## config.mk

```make
export PLATFORM = sky130hd
export DESIGN_NAME = sgs_top
export DESIGN_NICKNAME = d
export VERILOG_FILES = /design/src/rtl/sgs_pkg.sv /design/src/rtl/sgs_sync.sv /design/src/rtl/sgs_fault_pin.sv /design/src/rtl/sgs_top.sv
export SDC_FILE = /design/constraint.sdc
export NUM_CORES = 1
export LEC_CHECK = 0
export CAP_MARGIN = 0
export CORE_MARGIN = 2
export CORE_UTILIZATION = 29
export DETAILED_ROUTE_END_ITERATION = 8
export DONT_BUFFER_PORTS = 1
export PLACE_DENSITY = 0.52
export SLEW_MARGIN = 10
export SYNTH_ARGS = -nofsm -noshare
export SYNTH_HDL_FRONTEND = slang
export SYNTH_SLANG_ARGS = --single-unit
```

## constraint.sdc

```tcl
create_clock -name clk_sys_i -period 2.7 [get_ports clk_sys_i]
set_input_delay 0.135 -clock clk_sys_i [delete_from_list [all_inputs] [get_ports clk_sys_i]]
set_output_delay 0.135 -clock clk_sys_i [all_outputs]
set_load 0.03 [all_outputs]
```

## src/rtl/sgs_pkg.sv

```systemverilog
// Package with register map, field layouts and constants for the supervision block
package sgs_pkg;
	localparam int DATA_W = 32;
	localparam int ADDR_W = 8;
	// Register byte offsets
	localparam logic [7:0] OFF_CTRL      = 8'h00;
	localparam logic [7:0] OFF_DETMASK   = 8'h04;
	localparam logic [7:0] OFF_WDT_LIM   = 8'h08;
	localparam logic [7:0] OFF_WDT_CMD   = 8'h0C;
	localparam logic [7:0] OFF_RST_CFG   = 8'h10;
	localparam logic [7:0] OFF_RST_DLY   = 8'h14;
	localparam logic [7:0] OFF_PINSEL    = 8'h18;
	localparam logic [7:0] OFF_FPIN0     = 8'h1C;
	localparam logic [7:0] OFF_FPIN1     = 8'h20;
	localparam logic [7:0] OFF_RTC       = 8'h24;
	localparam logic [7:0] OFF_SUMMARY   = 8'h28;
	localparam logic [7:0] OFF_DETCNT    = 8'h2C;
	localparam logic [7:0] OFF_IRQ_STAT  = 8'h30;
	localparam logic [7:0] OFF_IRQ_CLR   = 8'h34;
	localparam logic [7:0] OFF_IRQ_EN    = 8'h38;
	localparam logic [7:0] OFF_STATUS    = 8'h3C;
	// Field positions
	localparam int CTRL_WDT_EN   = 0;
	localparam int CTRL_ONOFF_LO = 8;
	localparam int RST_PG_LO     = 0;
	localparam int RST_GPI_LO    = 8;
	localparam int RST_TIME_EN   = 16;
	localparam int FP_RAIL_LO    = 0;
	localparam int FP_GPI_LO     = 8;
	localparam int FP_POL        = 16;
	localparam int FP_AND        = 17;
	localparam int IRQ_WDT       = 0;
	localparam int IRQ_FAULT     = 1;
	localparam int IRQ_LOGFULL   = 2;
	// Reset values and the watchdog command key
	localparam logic [31:0] RST_DETMASK = 32'hFFFFFFFF;
	localparam logic [31:0] RST_WDT_LIM = 32'h000F4240;
	localparam logic [31:0] RST_RST_DLY = 32'h00004E20;
	localparam logic [31:0] WDT_KEY     = 32'h00000001;
	// Detailed log capacity
	localparam int DETAIL_CAP = 26;
	// Run-time clock tick, 1 ms at 20 MHz
	localparam int CLK_HZ     = 20000000;
	localparam int RTC_TICK_MS = 1;
	localparam int RTC_TICK_CYC = CLK_HZ / 1000 * RTC_TICK_MS;
	// Fault code of the watchdog timeout in the common group
	localparam logic [7:0] CODE_WDT = 8'h00;

	typedef struct packed {
		logic [7:0]  code;
		logic [31:0] stamp;
	} sgs_log_s;

	typedef struct packed {
		logic [7:0]  adr;
		logic [31:0] dat;
		logic [3:0]  sel;
		logic        we;
		logic        cyc;
		logic        stb;
	} sgs_wb_req_s;
endpackage

```

## src/rtl/sgs_sync.sv

```systemverilog
// Three-stage input synchroniser with agreement filter
`timescale 1ns/1ns
module sgs_sync #(
	parameter int W = 1
) (
	input  wire logic         clk_sys_i,
	input  wire logic         reset_i,
	input  wire logic         ce_i,
	input  wire logic [W-1:0] async_i,
	output logic      [W-1:0] sync_o
);
	logic [W-1:0] s1_r;
	logic [W-1:0] s2_r;
	logic [W-1:0] s3_r;
	logic [W-1:0] out_r;
	// Change accepted only when stages two and three agree
	wire  [W-1:0] agree_w = ~(s2_r ^ s3_r);

	genvar g;
	generate
		for (g = 0; g < W; g++) begin : g_bit
			always_ff @(posedge clk_sys_i) begin
				if (reset_i) begin
					s1_r[g]  <= 1'b0;
					s2_r[g]  <= 1'b0;
					s3_r[g]  <= 1'b0;
					out_r[g] <= 1'b0;
				end else if (ce_i) begin
					s1_r[g] <= async_i[g];
					s2_r[g] <= s1_r[g];
					s3_r[g] <= s2_r[g];
					if (agree_w[g]) begin
						out_r[g] <= s3_r[g];
					end
				end
			end
		end
	endgenerate

	assign sync_o = out_r;
endmodule // sgs_sync

```

## src/rtl/sgs_fault_pin.sv

```systemverilog
// One fault-influenced output pin combiner
`timescale 1ns/1ns
module sgs_fault_pin #(
	parameter int RAILS = 8,
	parameter int GPIS  = 8
) (
	input  wire logic             clk_sys_i,
	input  wire logic             reset_i,
	input  wire logic             ce_i,
	input  wire logic [31:0]      cfg_i,
	input  wire logic [RAILS-1:0] rail_fault_i,
	input  wire logic [GPIS-1:0]  gpi_i,
	output logic                  pin_o
);
	wire [RAILS-1:0] rail_sel_w = cfg_i[sgs_pkg::FP_RAIL_LO +: RAILS];
	wire [GPIS-1:0]  gpi_sel_w  = cfg_i[sgs_pkg::FP_GPI_LO +: GPIS];
	wire             any_fault_w = |(rail_fault_i & rail_sel_w);
	wire             gpi_and_w   = &(gpi_i | ~gpi_sel_w);
	wire             gpi_or_w    = |(gpi_i & gpi_sel_w);
	// AND mode needs all selected inputs high; OR mode any
	wire             gpi_term_w  = cfg_i[sgs_pkg::FP_AND] ? gpi_and_w : gpi_or_w;
	wire             raw_w       = any_fault_w | ((|gpi_sel_w) & gpi_term_w);
	logic            pin_r;

	always_ff @(posedge clk_sys_i) begin
		if (reset_i) begin
			pin_r <= 1'b0;
		end else if (ce_i) begin
			pin_r <= raw_w ^ cfg_i[sgs_pkg::FP_POL];
		end
	end

	assign pin_o = pin_r;
endmodule // sgs_fault_pin

```

## src/rtl/sgs_top.sv

```systemverilog
// Global supervision block: fault logging, system reset, watchdog, pin states, fault pins, run-time clock
`timescale 1ns/1ns
module sgs_top #(
	parameter int RAILS    = 8,
	parameter int GPIS     = 8,
	parameter int FPINS    = 2,
	parameter int SEL_PINS = 3,
	parameter int RTC_TICK = sgs_pkg::RTC_TICK_CYC
) (
	input  wire logic                clk_sys_i,
	input  wire logic                reset_i,
	input  wire logic                ce_i,
	input  wire logic [7:0]          wb_adr_i,
	input  wire logic [31:0]         wb_dat_i,
	input  wire logic [3:0]          wb_sel_i,
	input  wire logic                wb_we_i,
	input  wire logic                wb_cyc_i,
	input  wire logic                wb_stb_i,
	output logic      [31:0]         wb_dat_o,
	output logic                     wb_ack_o,
	input  wire logic                watchdog_kick_input_i,
	input  wire logic [GPIS-1:0]     general_input_pin_i,
	input  wire logic [RAILS-1:0]    rail_pg_i,
	input  wire logic [RAILS-1:0]    rail_fault_i,
	output logic                     sys_reset_o,
	output logic [RAILS-1:0]         rail_on_o,
	output logic [FPINS-1:0]         fault_pin_o,
	output logic                     log_wr_o,
	output logic                     log_detail_o,
	output sgs_pkg::sgs_log_s        log_entry_o,
	output logic                     irq_o
);
	if (RAILS < 1 || RAILS > 8 || GPIS < SEL_PINS || GPIS > 8 || SEL_PINS > 3 || FPINS < 1 || FPINS > 2) begin : g_bad_param
		$error("sgs_top: unsupported parameters");
	end

	localparam int EVW = RAILS + 1;

	// Synchronised pins
	logic [GPIS-1:0]  gpi_w;
	logic [RAILS-1:0] pg_w;
	logic [RAILS-1:0] flt_w;
	logic             kick_w;
	sgs_sync #(.W(GPIS + 2*RAILS + 1)) u_sync (
		.clk_sys_i (clk_sys_i),
		.reset_i   (reset_i),
		.ce_i      (ce_i),
		.async_i   ({watchdog_kick_input_i, rail_fault_i, rail_pg_i, general_input_pin_i}),
		.sync_o    ({kick_w, flt_w, pg_w, gpi_w})
	);

	// Registers
	logic [31:0] ctrl_r, detmask_r, wdt_lim_r, rst_cfg_r, rst_dly_r, pinsel_r, rtc_r;
	logic [31:0] fpin_r [FPINS];
	logic [31:0] summary_r;
	logic [4:0]  detcnt_r;
	logic [2:0]  irq_stat_r, irq_en_r;
	logic [31:0] wdt_cnt_r, rst_cnt_r, tick_r;
	logic        kick_d_r, ack_r, sysrst_r, log_wr_r, log_det_r, irq_r;
	logic [31:0] dat_r;
	logic [RAILS-1:0] flt_d_r, rail_on_r;
	sgs_pkg::sgs_log_s entry_r;

	// Bus decode
	wire        req_w   = wb_cyc_i & wb_stb_i & ~ack_r;
	wire        wr_w    = req_w & wb_we_i;
	wire [31:0] bmask_w = {{8{wb_sel_i[3]}}, {8{wb_sel_i[2]}}, {8{wb_sel_i[1]}}, {8{wb_sel_i[0]}}};
	wire        wr_ctrl_w = wr_w && wb_adr_i == sgs_pkg::OFF_CTRL;
	wire        wr_mask_w = wr_w && wb_adr_i == sgs_pkg::OFF_DETMASK;
	wire        wr_lim_w  = wr_w && wb_adr_i == sgs_pkg::OFF_WDT_LIM;
	wire        wr_kcmd_w = wr_w && wb_adr_i == sgs_pkg::OFF_WDT_CMD && wb_dat_i == sgs_pkg::WDT_KEY;
	wire        wr_rcfg_w = wr_w && wb_adr_i == sgs_pkg::OFF_RST_CFG;
	wire        wr_rdly_w = wr_w && wb_adr_i == sgs_pkg::OFF_RST_DLY;
	wire        wr_psel_w = wr_w && wb_adr_i == sgs_pkg::OFF_PINSEL;
	wire        wr_fp0_w  = wr_w && wb_adr_i == sgs_pkg::OFF_FPIN0;
	wire        wr_fp1_w  = wr_w && wb_adr_i == sgs_pkg::OFF_FPIN1;
	wire        wr_rtc_w  = wr_w && wb_adr_i == sgs_pkg::OFF_RTC;
	wire        wr_iclr_w = wr_w && wb_adr_i == sgs_pkg::OFF_IRQ_CLR;
	wire        wr_ien_w  = wr_w && wb_adr_i == sgs_pkg::OFF_IRQ_EN;
	wire        wr_sum_w  = wr_w && wb_adr_i == sgs_pkg::OFF_SUMMARY;

	// Watchdog
	wire kick_tog_w = kick_w ^ kick_d_r;
	wire wdt_en_w   = ctrl_r[sgs_pkg::CTRL_WDT_EN];
	wire wdt_hit_w  = wdt_en_w && wdt_cnt_r == wdt_lim_r;
	wire wdt_rst_w  = kick_tog_w | wr_kcmd_w | ~wdt_en_w;

	// Fault events: bit 0 watchdog, bits 1.. rising rail faults
	wire [EVW-1:0] ev_w    = {flt_w & ~flt_d_r, wdt_hit_w};
	wire [EVW-1:0] ev_en_w = ev_w & detmask_r[EVW-1:0];
	logic [3:0] ev_idx_w;
	always_comb begin
		ev_idx_w = 4'h0;
		for (int i = EVW - 1; i >= 0; i--) begin
			if (ev_w[i]) begin
				ev_idx_w = 4'(i);
			end
		end
	end
	wire any_ev_w  = |ev_w;
	wire room_w    = detcnt_r < 5'(sgs_pkg::DETAIL_CAP);
	wire det_go_w  = any_ev_w && ev_en_w[ev_idx_w] && room_w;
	wire full_ev_w = any_ev_w && ev_en_w[ev_idx_w] && !room_w;

	// System reset release conditions
	wire [RAILS-1:0] pg_sel_w  = rst_cfg_r[sgs_pkg::RST_PG_LO +: RAILS];
	wire [GPIS-1:0]  gpi_sel_w = rst_cfg_r[sgs_pkg::RST_GPI_LO +: GPIS];
	wire pg_ok_w   = &(pg_w | ~pg_sel_w);
	wire gpi_ok_w  = &(gpi_w | ~gpi_sel_w);
	wire time_en_w = rst_cfg_r[sgs_pkg::RST_TIME_EN];
	wire cond_ok_w = pg_ok_w & gpi_ok_w;
	wire time_ok_w = ~time_en_w | (rst_cnt_r >= rst_dly_r);

	// Pin selected rail states
	wire [RAILS-1:0] use_pin_w = ctrl_r[sgs_pkg::CTRL_ONOFF_LO +: RAILS];
	logic [RAILS-1:0] pin_on_w;
	genvar g;
	generate
		for (g = 0; g < RAILS; g++) begin : g_rail
			wire [2:0] sel_w = pinsel_r[4*g +: 3];
			// Each rail picks one of the state pins by index
			assign pin_on_w[g] = (sel_w < 3'(SEL_PINS)) ? gpi_w[sel_w] : 1'b0;
		end
		for (g = 0; g < FPINS; g++) begin : g_fpin
			sgs_fault_pin #(.RAILS(RAILS), .GPIS(GPIS)) u_fp (
				.clk_sys_i    (clk_sys_i),
				.reset_i      (reset_i),
				.ce_i         (ce_i),
				.cfg_i        (fpin_r[g]),
				.rail_fault_i (flt_w),
				.gpi_i        (gpi_w),
				.pin_o        (fault_pin_o[g])
			);
		end
	endgenerate

	wire [2:0] irq_set_w = {full_ev_w, any_ev_w, wdt_hit_w};

	// Read mux
	logic [31:0] rd_w;
	always_comb begin
		case (wb_adr_i)
			sgs_pkg::OFF_CTRL:     rd_w = ctrl_r;
			sgs_pkg::OFF_DETMASK:  rd_w = detmask_r;
			sgs_pkg::OFF_WDT_LIM:  rd_w = wdt_lim_r;
			sgs_pkg::OFF_RST_CFG:  rd_w = rst_cfg_r;
			sgs_pkg::OFF_RST_DLY:  rd_w = rst_dly_r;
			sgs_pkg::OFF_PINSEL:   rd_w = pinsel_r;
			sgs_pkg::OFF_FPIN0:    rd_w = fpin_r[0];
			sgs_pkg::OFF_FPIN1:    rd_w = (FPINS > 1) ? fpin_r[FPINS-1] : 32'h00000000;
			sgs_pkg::OFF_RTC:      rd_w = rtc_r;
			sgs_pkg::OFF_SUMMARY:  rd_w = summary_r;
			sgs_pkg::OFF_DETCNT:   rd_w = {27'h0000000, detcnt_r};
			sgs_pkg::OFF_IRQ_STAT: rd_w = {29'h00000000, irq_stat_r};
			sgs_pkg::OFF_IRQ_EN:   rd_w = {29'h00000000, irq_en_r};
			sgs_pkg::OFF_STATUS:   rd_w = 32'({sysrst_r, rail_on_r});
			default:               rd_w = 32'h00000000;
		endcase
	end

	always_ff @(posedge clk_sys_i) begin
		if (reset_i) begin
			ack_r <= 1'b0;
			dat_r <= 32'h00000000;
		end else if (ce_i) begin
			ack_r <= req_w;
			dat_r <= req_w ? rd_w : 32'h00000000;
		end
	end

	always_ff @(posedge clk_sys_i) begin
		if (reset_i) begin
			ctrl_r    <= 32'h00000000;
			detmask_r <= sgs_pkg::RST_DETMASK;
			wdt_lim_r <= sgs_pkg::RST_WDT_LIM;
			rst_cfg_r <= 32'h00000000;
			rst_dly_r <= sgs_pkg::RST_RST_DLY;
			pinsel_r  <= 32'h00000000;
			irq_en_r  <= 3'h0;
		end else if (ce_i) begin
			if (wr_ctrl_w) ctrl_r <= (ctrl_r & ~bmask_w) | (wb_dat_i & bmask_w);
			if (wr_mask_w) detmask_r <= (detmask_r & ~bmask_w) | (wb_dat_i & bmask_w);
			if (wr_lim_w)  wdt_lim_r <= (wdt_lim_r & ~bmask_w) | (wb_dat_i & bmask_w);
			if (wr_rcfg_w) rst_cfg_r <= (rst_cfg_r & ~bmask_w) | (wb_dat_i & bmask_w);
			if (wr_rdly_w) rst_dly_r <= (rst_dly_r & ~bmask_w) | (wb_dat_i & bmask_w);
			if (wr_psel_w) pinsel_r <= (pinsel_r & ~bmask_w) | (wb_dat_i & bmask_w);
			if (wr_ien_w)  irq_en_r <= wb_dat_i[2:0];
		end
	end

	generate
		for (g = 0; g < FPINS; g++) begin : g_fpreg
			wire we_w = (g == 0) ? wr_fp0_w : wr_fp1_w;
			always_ff @(posedge clk_sys_i) begin
				if (reset_i) begin
					fpin_r[g] <= 32'h00000000;
				end else if (ce_i && we_w) begin
					fpin_r[g] <= (fpin_r[g] & ~bmask_w) | (wb_dat_i & bmask_w);
				end
			end
		end
	endgenerate

	always_ff @(posedge clk_sys_i) begin
		if (reset_i) begin
			tick_r <= 32'h00000000;
			rtc_r  <= 32'h00000000;
		end else if (ce_i) begin
			tick_r <= (tick_r == 32'(RTC_TICK - 1)) ? 32'h00000000 : tick_r + 32'h00000001;
			if (wr_rtc_w) begin
				rtc_r <= wb_dat_i;
			end else if (tick_r == 32'(RTC_TICK - 1)) begin
				rtc_r <= rtc_r + 32'h00000001;
			end
		end
	end

	always_ff @(posedge clk_sys_i) begin
		if (reset_i) begin
			kick_d_r  <= 1'b0;
			wdt_cnt_r <= 32'h00000000;
			flt_d_r   <= '0;
		end else if (ce_i) begin
			kick_d_r  <= kick_w;
			flt_d_r   <= flt_w;
			wdt_cnt_r <= (wdt_rst_w || wdt_hit_w) ? 32'h00000000 : wdt_cnt_r + 32'h00000001;
		end
	end

	// Logging; summary write of one clears its bits, new events win
	always_ff @(posedge clk_sys_i) begin
		if (reset_i) begin
			summary_r <= 32'h00000000;
			detcnt_r  <= 5'h00;
			log_wr_r  <= 1'b0;
			log_det_r <= 1'b0;
			entry_r   <= '0;
		end else if (ce_i) begin
			summary_r[EVW-1:0] <= (wr_sum_w ? summary_r[EVW-1:0] & ~wb_dat_i[EVW-1:0]
			                                : summary_r[EVW-1:0]) | ev_w;
			log_wr_r  <= any_ev_w;
			log_det_r <= det_go_w;
			if (det_go_w) detcnt_r <= detcnt_r + 5'h01;
			if (any_ev_w) entry_r <= '{code: 8'(ev_idx_w) + sgs_pkg::CODE_WDT, stamp: rtc_r};
		end
	end

	always_ff @(posedge clk_sys_i) begin
		if (reset_i) begin
			rst_cnt_r <= 32'h00000000;
			sysrst_r  <= 1'b1;
			rail_on_r <= '0;
			irq_stat_r <= 3'h0;
			irq_r     <= 1'b0;
		end else if (ce_i) begin
			// Timer only runs once the level conditions hold, restarts if they drop
			rst_cnt_r <= !cond_ok_w ? 32'h00000000 : (time_ok_w ? rst_cnt_r : rst_cnt_r + 32'h00000001);
			sysrst_r  <= !(cond_ok_w && time_ok_w);
			rail_on_r <= (use_pin_w & pin_on_w) | (~use_pin_w & rail_pg_on(rail_on_r));
			irq_stat_r <= (irq_stat_r & ~(wr_iclr_w ? wb_dat_i[2:0] : 3'h0)) | irq_set_w;
			irq_r     <= |(irq_stat_r & irq_en_r);
		end
	end

	// Rails not under pin control hold their state; other sequencer logic owns them
	function automatic logic [RAILS-1:0] rail_pg_on(input logic [RAILS-1:0] cur);
		rail_pg_on = cur;
	endfunction

	assign wb_ack_o     = ack_r;
	assign wb_dat_o     = dat_r;
	assign sys_reset_o  = sysrst_r;
	assign rail_on_o    = rail_on_r;
	assign log_wr_o     = log_wr_r;
	assign log_detail_o = log_det_r;
	assign log_entry_o  = entry_r;
	assign irq_o        = irq_r;

	a_detail_masked: assert property (@(posedge clk_sys_i) disable iff (reset_i)
		ce_i && any_ev_w && !ev_en_w[ev_idx_w] |=> !log_detail_o)
		else $error("detail entry written for masked fault");
	a_summary_all: assert property (@(posedge clk_sys_i) disable iff (reset_i)
		ce_i && any_ev_w |=> log_wr_o)
		else $error("fault missing from summary log");
	a_cap_limit: assert property (@(posedge clk_sys_i) disable iff (reset_i)
		detcnt_r <= 5'(sgs_pkg::DETAIL_CAP))
		else $error("detail log over capacity");
	a_wdt_restart: assert property (@(posedge clk_sys_i) disable iff (reset_i)
		ce_i && wr_kcmd_w |=> wdt_cnt_r == 32'h00000000)
		else $error("watchdog not restarted by command");
	a_reset_hold: assert property (@(posedge clk_sys_i) disable iff (reset_i)
		ce_i && !cond_ok_w |=> sys_reset_o)
		else $error("system reset released early");
	a_reset_release: assert property (@(posedge clk_sys_i) disable iff (reset_i)
		ce_i && cond_ok_w && time_ok_w |=> !sys_reset_o)
		else $error("system reset not released");
	a_rtc_set: assert property (@(posedge clk_sys_i) disable iff (reset_i)
		ce_i && wr_rtc_w |=> rtc_r == $past(wb_dat_i))
		else $error("run-time clock not set");
	a_wdt_log: assert property (@(posedge clk_sys_i) disable iff (reset_i)
		ce_i && wdt_hit_w |=> log_wr_o && log_entry_o.code == sgs_pkg::CODE_WDT)
		else $error("watchdog timeout not logged");
endmodule // sgs_top

```

==> flow_metrics.env <==
export IMPL_grt_pass1_vias=25300
export IMPL_numCtsBuffers=72
export IMPL_cts_tree="built"
export IMPL_final_instance_count_excl_fill=5015
export IMPL_wl_per_cell_um=23.1
export IMPL_layout_setup_ws_ns=-0.0358
export IMPL_run_status="finished with violations"
export IMPL_synth_xor_area_frac=0.0302
export IMPL_postPlaceCellArea_sq_um=30200
export IMPL_synth_seq_cells=596
export IMPL_drtIter0Drc=3050
export IMPL_layout_min_cycle_time_ns=2.74
export IMPL_hold_path_class="primary input to flop"
export IMPL_synthArstFlopShare=0
export IMPL_combinationalPowerShare=0.036
export IMPL_drv_cap=0
export IMPL_rsz0062_at_grt="true"
export IMPL_clkTransAtPathRegs_ns=0.06
export IMPL_grt_max_degree=401
export IMPL_overflow=0
export IMPL_rows=113
export IMPL_p_per_area_nw_per_um2=550
export IMPL_antenna_found_initial=20
export IMPL_htreeDepth=3
export IMPL_path_class="flop to flop"
export IMPL_clock_sinks=596
export IMPL_fin_skew_ns=0.0322
export IMPL_power_switching_share=0.233
export IMPL_drc=0
export IMPL_synth_cell_types=72
export IMPL_gp_congestion=0.915
export IMPL_whs_ns=-0.393
export IMPL_first_pass_iters=9
export IMPL_hpwl_um=76000
export IMPL_final_core_util=0.376
export IMPL_die_y_um=314
export IMPL_vias=27100
export IMPL_crit_arrival_ns=3.24
export IMPL_die_w_um=314
export IMPL_syn_avg_cell_area_sq_um=8.34
export IMPL_synthAdderAreaFrac=0.0167
export IMPL_setup_violations=2
export IMPL_p_switching_w=0.00459
export IMPL_syn_area_sq_um=27800
export IMPL_ys_warn_count=0
export IMPL_violations="negative hold slack, max-slew violations, negative setup slack"
export IMPL_yosysSeqAreaShare=0.453
export IMPL_power_share_clock=0.500
export IMPL_synthMuxAreaShare=0.0574
export IMPL_synth_simple_area_share=0.196
export IMPL_syn_inst=3330
export IMPL_nets=3773
export IMPL_avgViaCountPerCell=5.39
export IMPL_cts_root_buffer="clkbuf_16"
export IMPL_area_delta_synth_final_pct=28.7
export IMPL_end_kind="flop"
export IMPL_start_util=0.292
export IMPL_intPower_w=0.0151
export IMPL_tns_ns=-0.0427
export IMPL_pin_count=162
export IMPL_hold_viol_final=6
export IMPL_synth_ff_type="dfxtp_1"
export IMPL_synth_compound_area_frac=0.201
export IMPL_fin_area_sq_um=35700
export IMPL_grt_use_total=0.228
export IMPL_synth_top_family_by_area="compound AO/OA/AOI/OAI gates"
export IMPL_dp_cells=4554
export IMPL_fin_crit_sh=1.01
export IMPL_place_port_buffers=0
export IMPL_slew_headroom=-0.368
export IMPL_synth_edf_count=64
export IMPL_worstPathMaxFanout=3
export IMPL_clockBufferDepth=3
export IMPL_start_kind="flop"
export IMPL_grt_pass1_wl_um=169000
export IMPL_routed_wl_um=116000
export IMPL_required_ns=3.20
export IMPL_nFillCells=9835
export IMPL_fp_dieArea_sq_um=98300
export IMPL_p_seq_frac=0.464
export IMPL_leakage_nw=13.3
export IMPL_drv_slew=216
export IMPL_worst_slew_pin_slew_ns=2.05
export IMPL_clock_latency_ns=0.65
export IMPL_core_area_sq_um=95000
export IMPL_drive_above_1_share=0.101
export IMPL_peakVddDrop_v=0.000442
export IMPL_drtAntennaViolNets=0
export IMPL_fmax_mhz=366
[cell type report]
class                           instances  area, sq um  share of cell area
Timing Repair Buffer                  504         4730               0.132
Clock buffer                          108         2130              0.0596
Sequential cell                       596        12600               0.352
Inverter                               76          285             0.00798
Antenna cell                           33         82.6             0.00231
Tap cell                             1265         1580              0.0443
Clock inverter                         22          210             0.00588
Multi-Input combinational cell       2411        14100               0.396
[worst paths after layout]
kind | slack [ns] | cells past startpoint | end | startpoint
max | -0.04 | 6 | wb_dat_o[6] | flop
min | -0.39 | 1 | g_fpin[1].u_fp.pin_o | reset_i
max reg2reg | -0.04 | 6 | wb_dat_o[6] | flop
min reg2reg | 0.48 | 2 | flop | flop
[cells in the mapped netlist, types with 12 or more instances]
library cell | count | area, sq um
xor2_1 | 39 | 342
o2111ai_1 | 20 | 175
and3_1 | 24 | 150
nand2b_1 | 71 | 444
a2111o_1 | 24 | 270
buf_1 | 21 | 78.8
a221oi_1 | 16 | 140
dfxtp_1 | 532 | 10700
nor2_1 | 336 | 1260
nor2b_1 | 12 | 75.1
ha_1 | 37 | 463
nand3_1 | 132 | 661
o21ai_0 | 221 | 1110
nor4_1 | 22 | 138
nor3_1 | 22 | 110
o22ai_1 | 16 | 100
mux2i_1 | 154 | 1540
a21o_1 | 33 | 248
a211oi_1 | 18 | 135
a222oi_1 | 28 | 280
edfxtp_1 | 64 | 1920
nand2_1 | 502 | 1880
clkbuf_1 | 216 | 811
inv_1 | 76 | 285
xnor2_1 | 55 | 482
a21oi_1 | 312 | 1560
a22oi_1 | 129 | 968
a22o_1 | 26 | 228
nand4_1 | 55 | 344
[metrics by stage]
step	power (W)	worst slack (ns)	hold slack (ns)
2_1_floorplan	0.00972	0.126	0.282
3_3_place_gp	0.00968	-0.120	0.237
3_5_place_dp	0.00969	-0.181	0.245
4_1_cts	0.0198	0.00643	-0.442
5_1_grt	0.0202	-0.0685	-0.417
6_report	0.0197	-0.0358	-0.393
[worst max-delay path, stage by stage, from the launching register on]
cell           delay (ns)
dfxtp_1              0.53
a22o_1               0.33
a221oi_1             0.31
nand3_1              0.10
o21ai_0              0.56
a21oi_1              0.15
dlygate4sd3_1        0.62
[placed cells by master (no fill, tap or decap), types with 18 or more instances in the layout]
cell type,count
nand4_1,55
o2111ai_1,20
dlygate4sd3_1,293
diode_2,33
buf_4,194
nor2_1,323
dfxtp_1,524
a21o_1,33
a222oi_1,28
clkbuf_1,21
a21oi_1,310
and3_1,23
inv_1,74
nand2_1,502
nor4_1,21
nor3_1,19
xor2_1,38
ha_1,37
clkbuf_16,77
a211oi_1,18
a22oi_1,129
o21ai_0,219
nand3_1,131
mux2i_1,154
edfxtp_1,64
a22o_1,26
a2111o_1,24
xnor2_1,53
nand2b_1,71
[cell families (layout without fill, tap and decap cells)]
family	Yosys count	in the layout
muxes	158	158
adders and majority gates	37	37
DFF	596	596
xor gates and xnor gates	95	95
AOI/OAI and AO/OA	890	890
buffers and inverters	326	710
other	1	37
and+or+nand+nor	1227	1227
[power by group through the flow]
| stage | Clock, W | Sequential [W] | Combinational, W |
|---|---|---|---|
| floorplan | 0 | 0.00927 | 0.000457 |
| global placement | 0 | 0.00931 | 0.000370 |
| detailed placement | 0 | 0.00931 | 0.000373 |
| CTS | 0.00999 | 0.00912 | 0.000698 |
| global route | 0.0103 | 0.00912 | 0.000754 |
| finish | 0.00983 | 0.00912 | 0.000716 |
[routing by layer]
layer  vias to the layer above  GRT usage  wire, um
met3                       263     0.0618     10400
met5                         -          0        43
met4                         4      0.113      5390
met2                      1119      0.351     51500
met1                     13100      0.294     48600
li1                      12500          -         -
[what timing repair did]
item	4_1_cts	5_1_grt
endpoints found under the hold margin	512	202
setup buffers	2	0
pin swaps	7	3
cloned	0	1
endpoints found under the setup margin	8	130
hold buffers	275	20
gates resized for setup	6	33
Power figures use the tool's default switching activity.
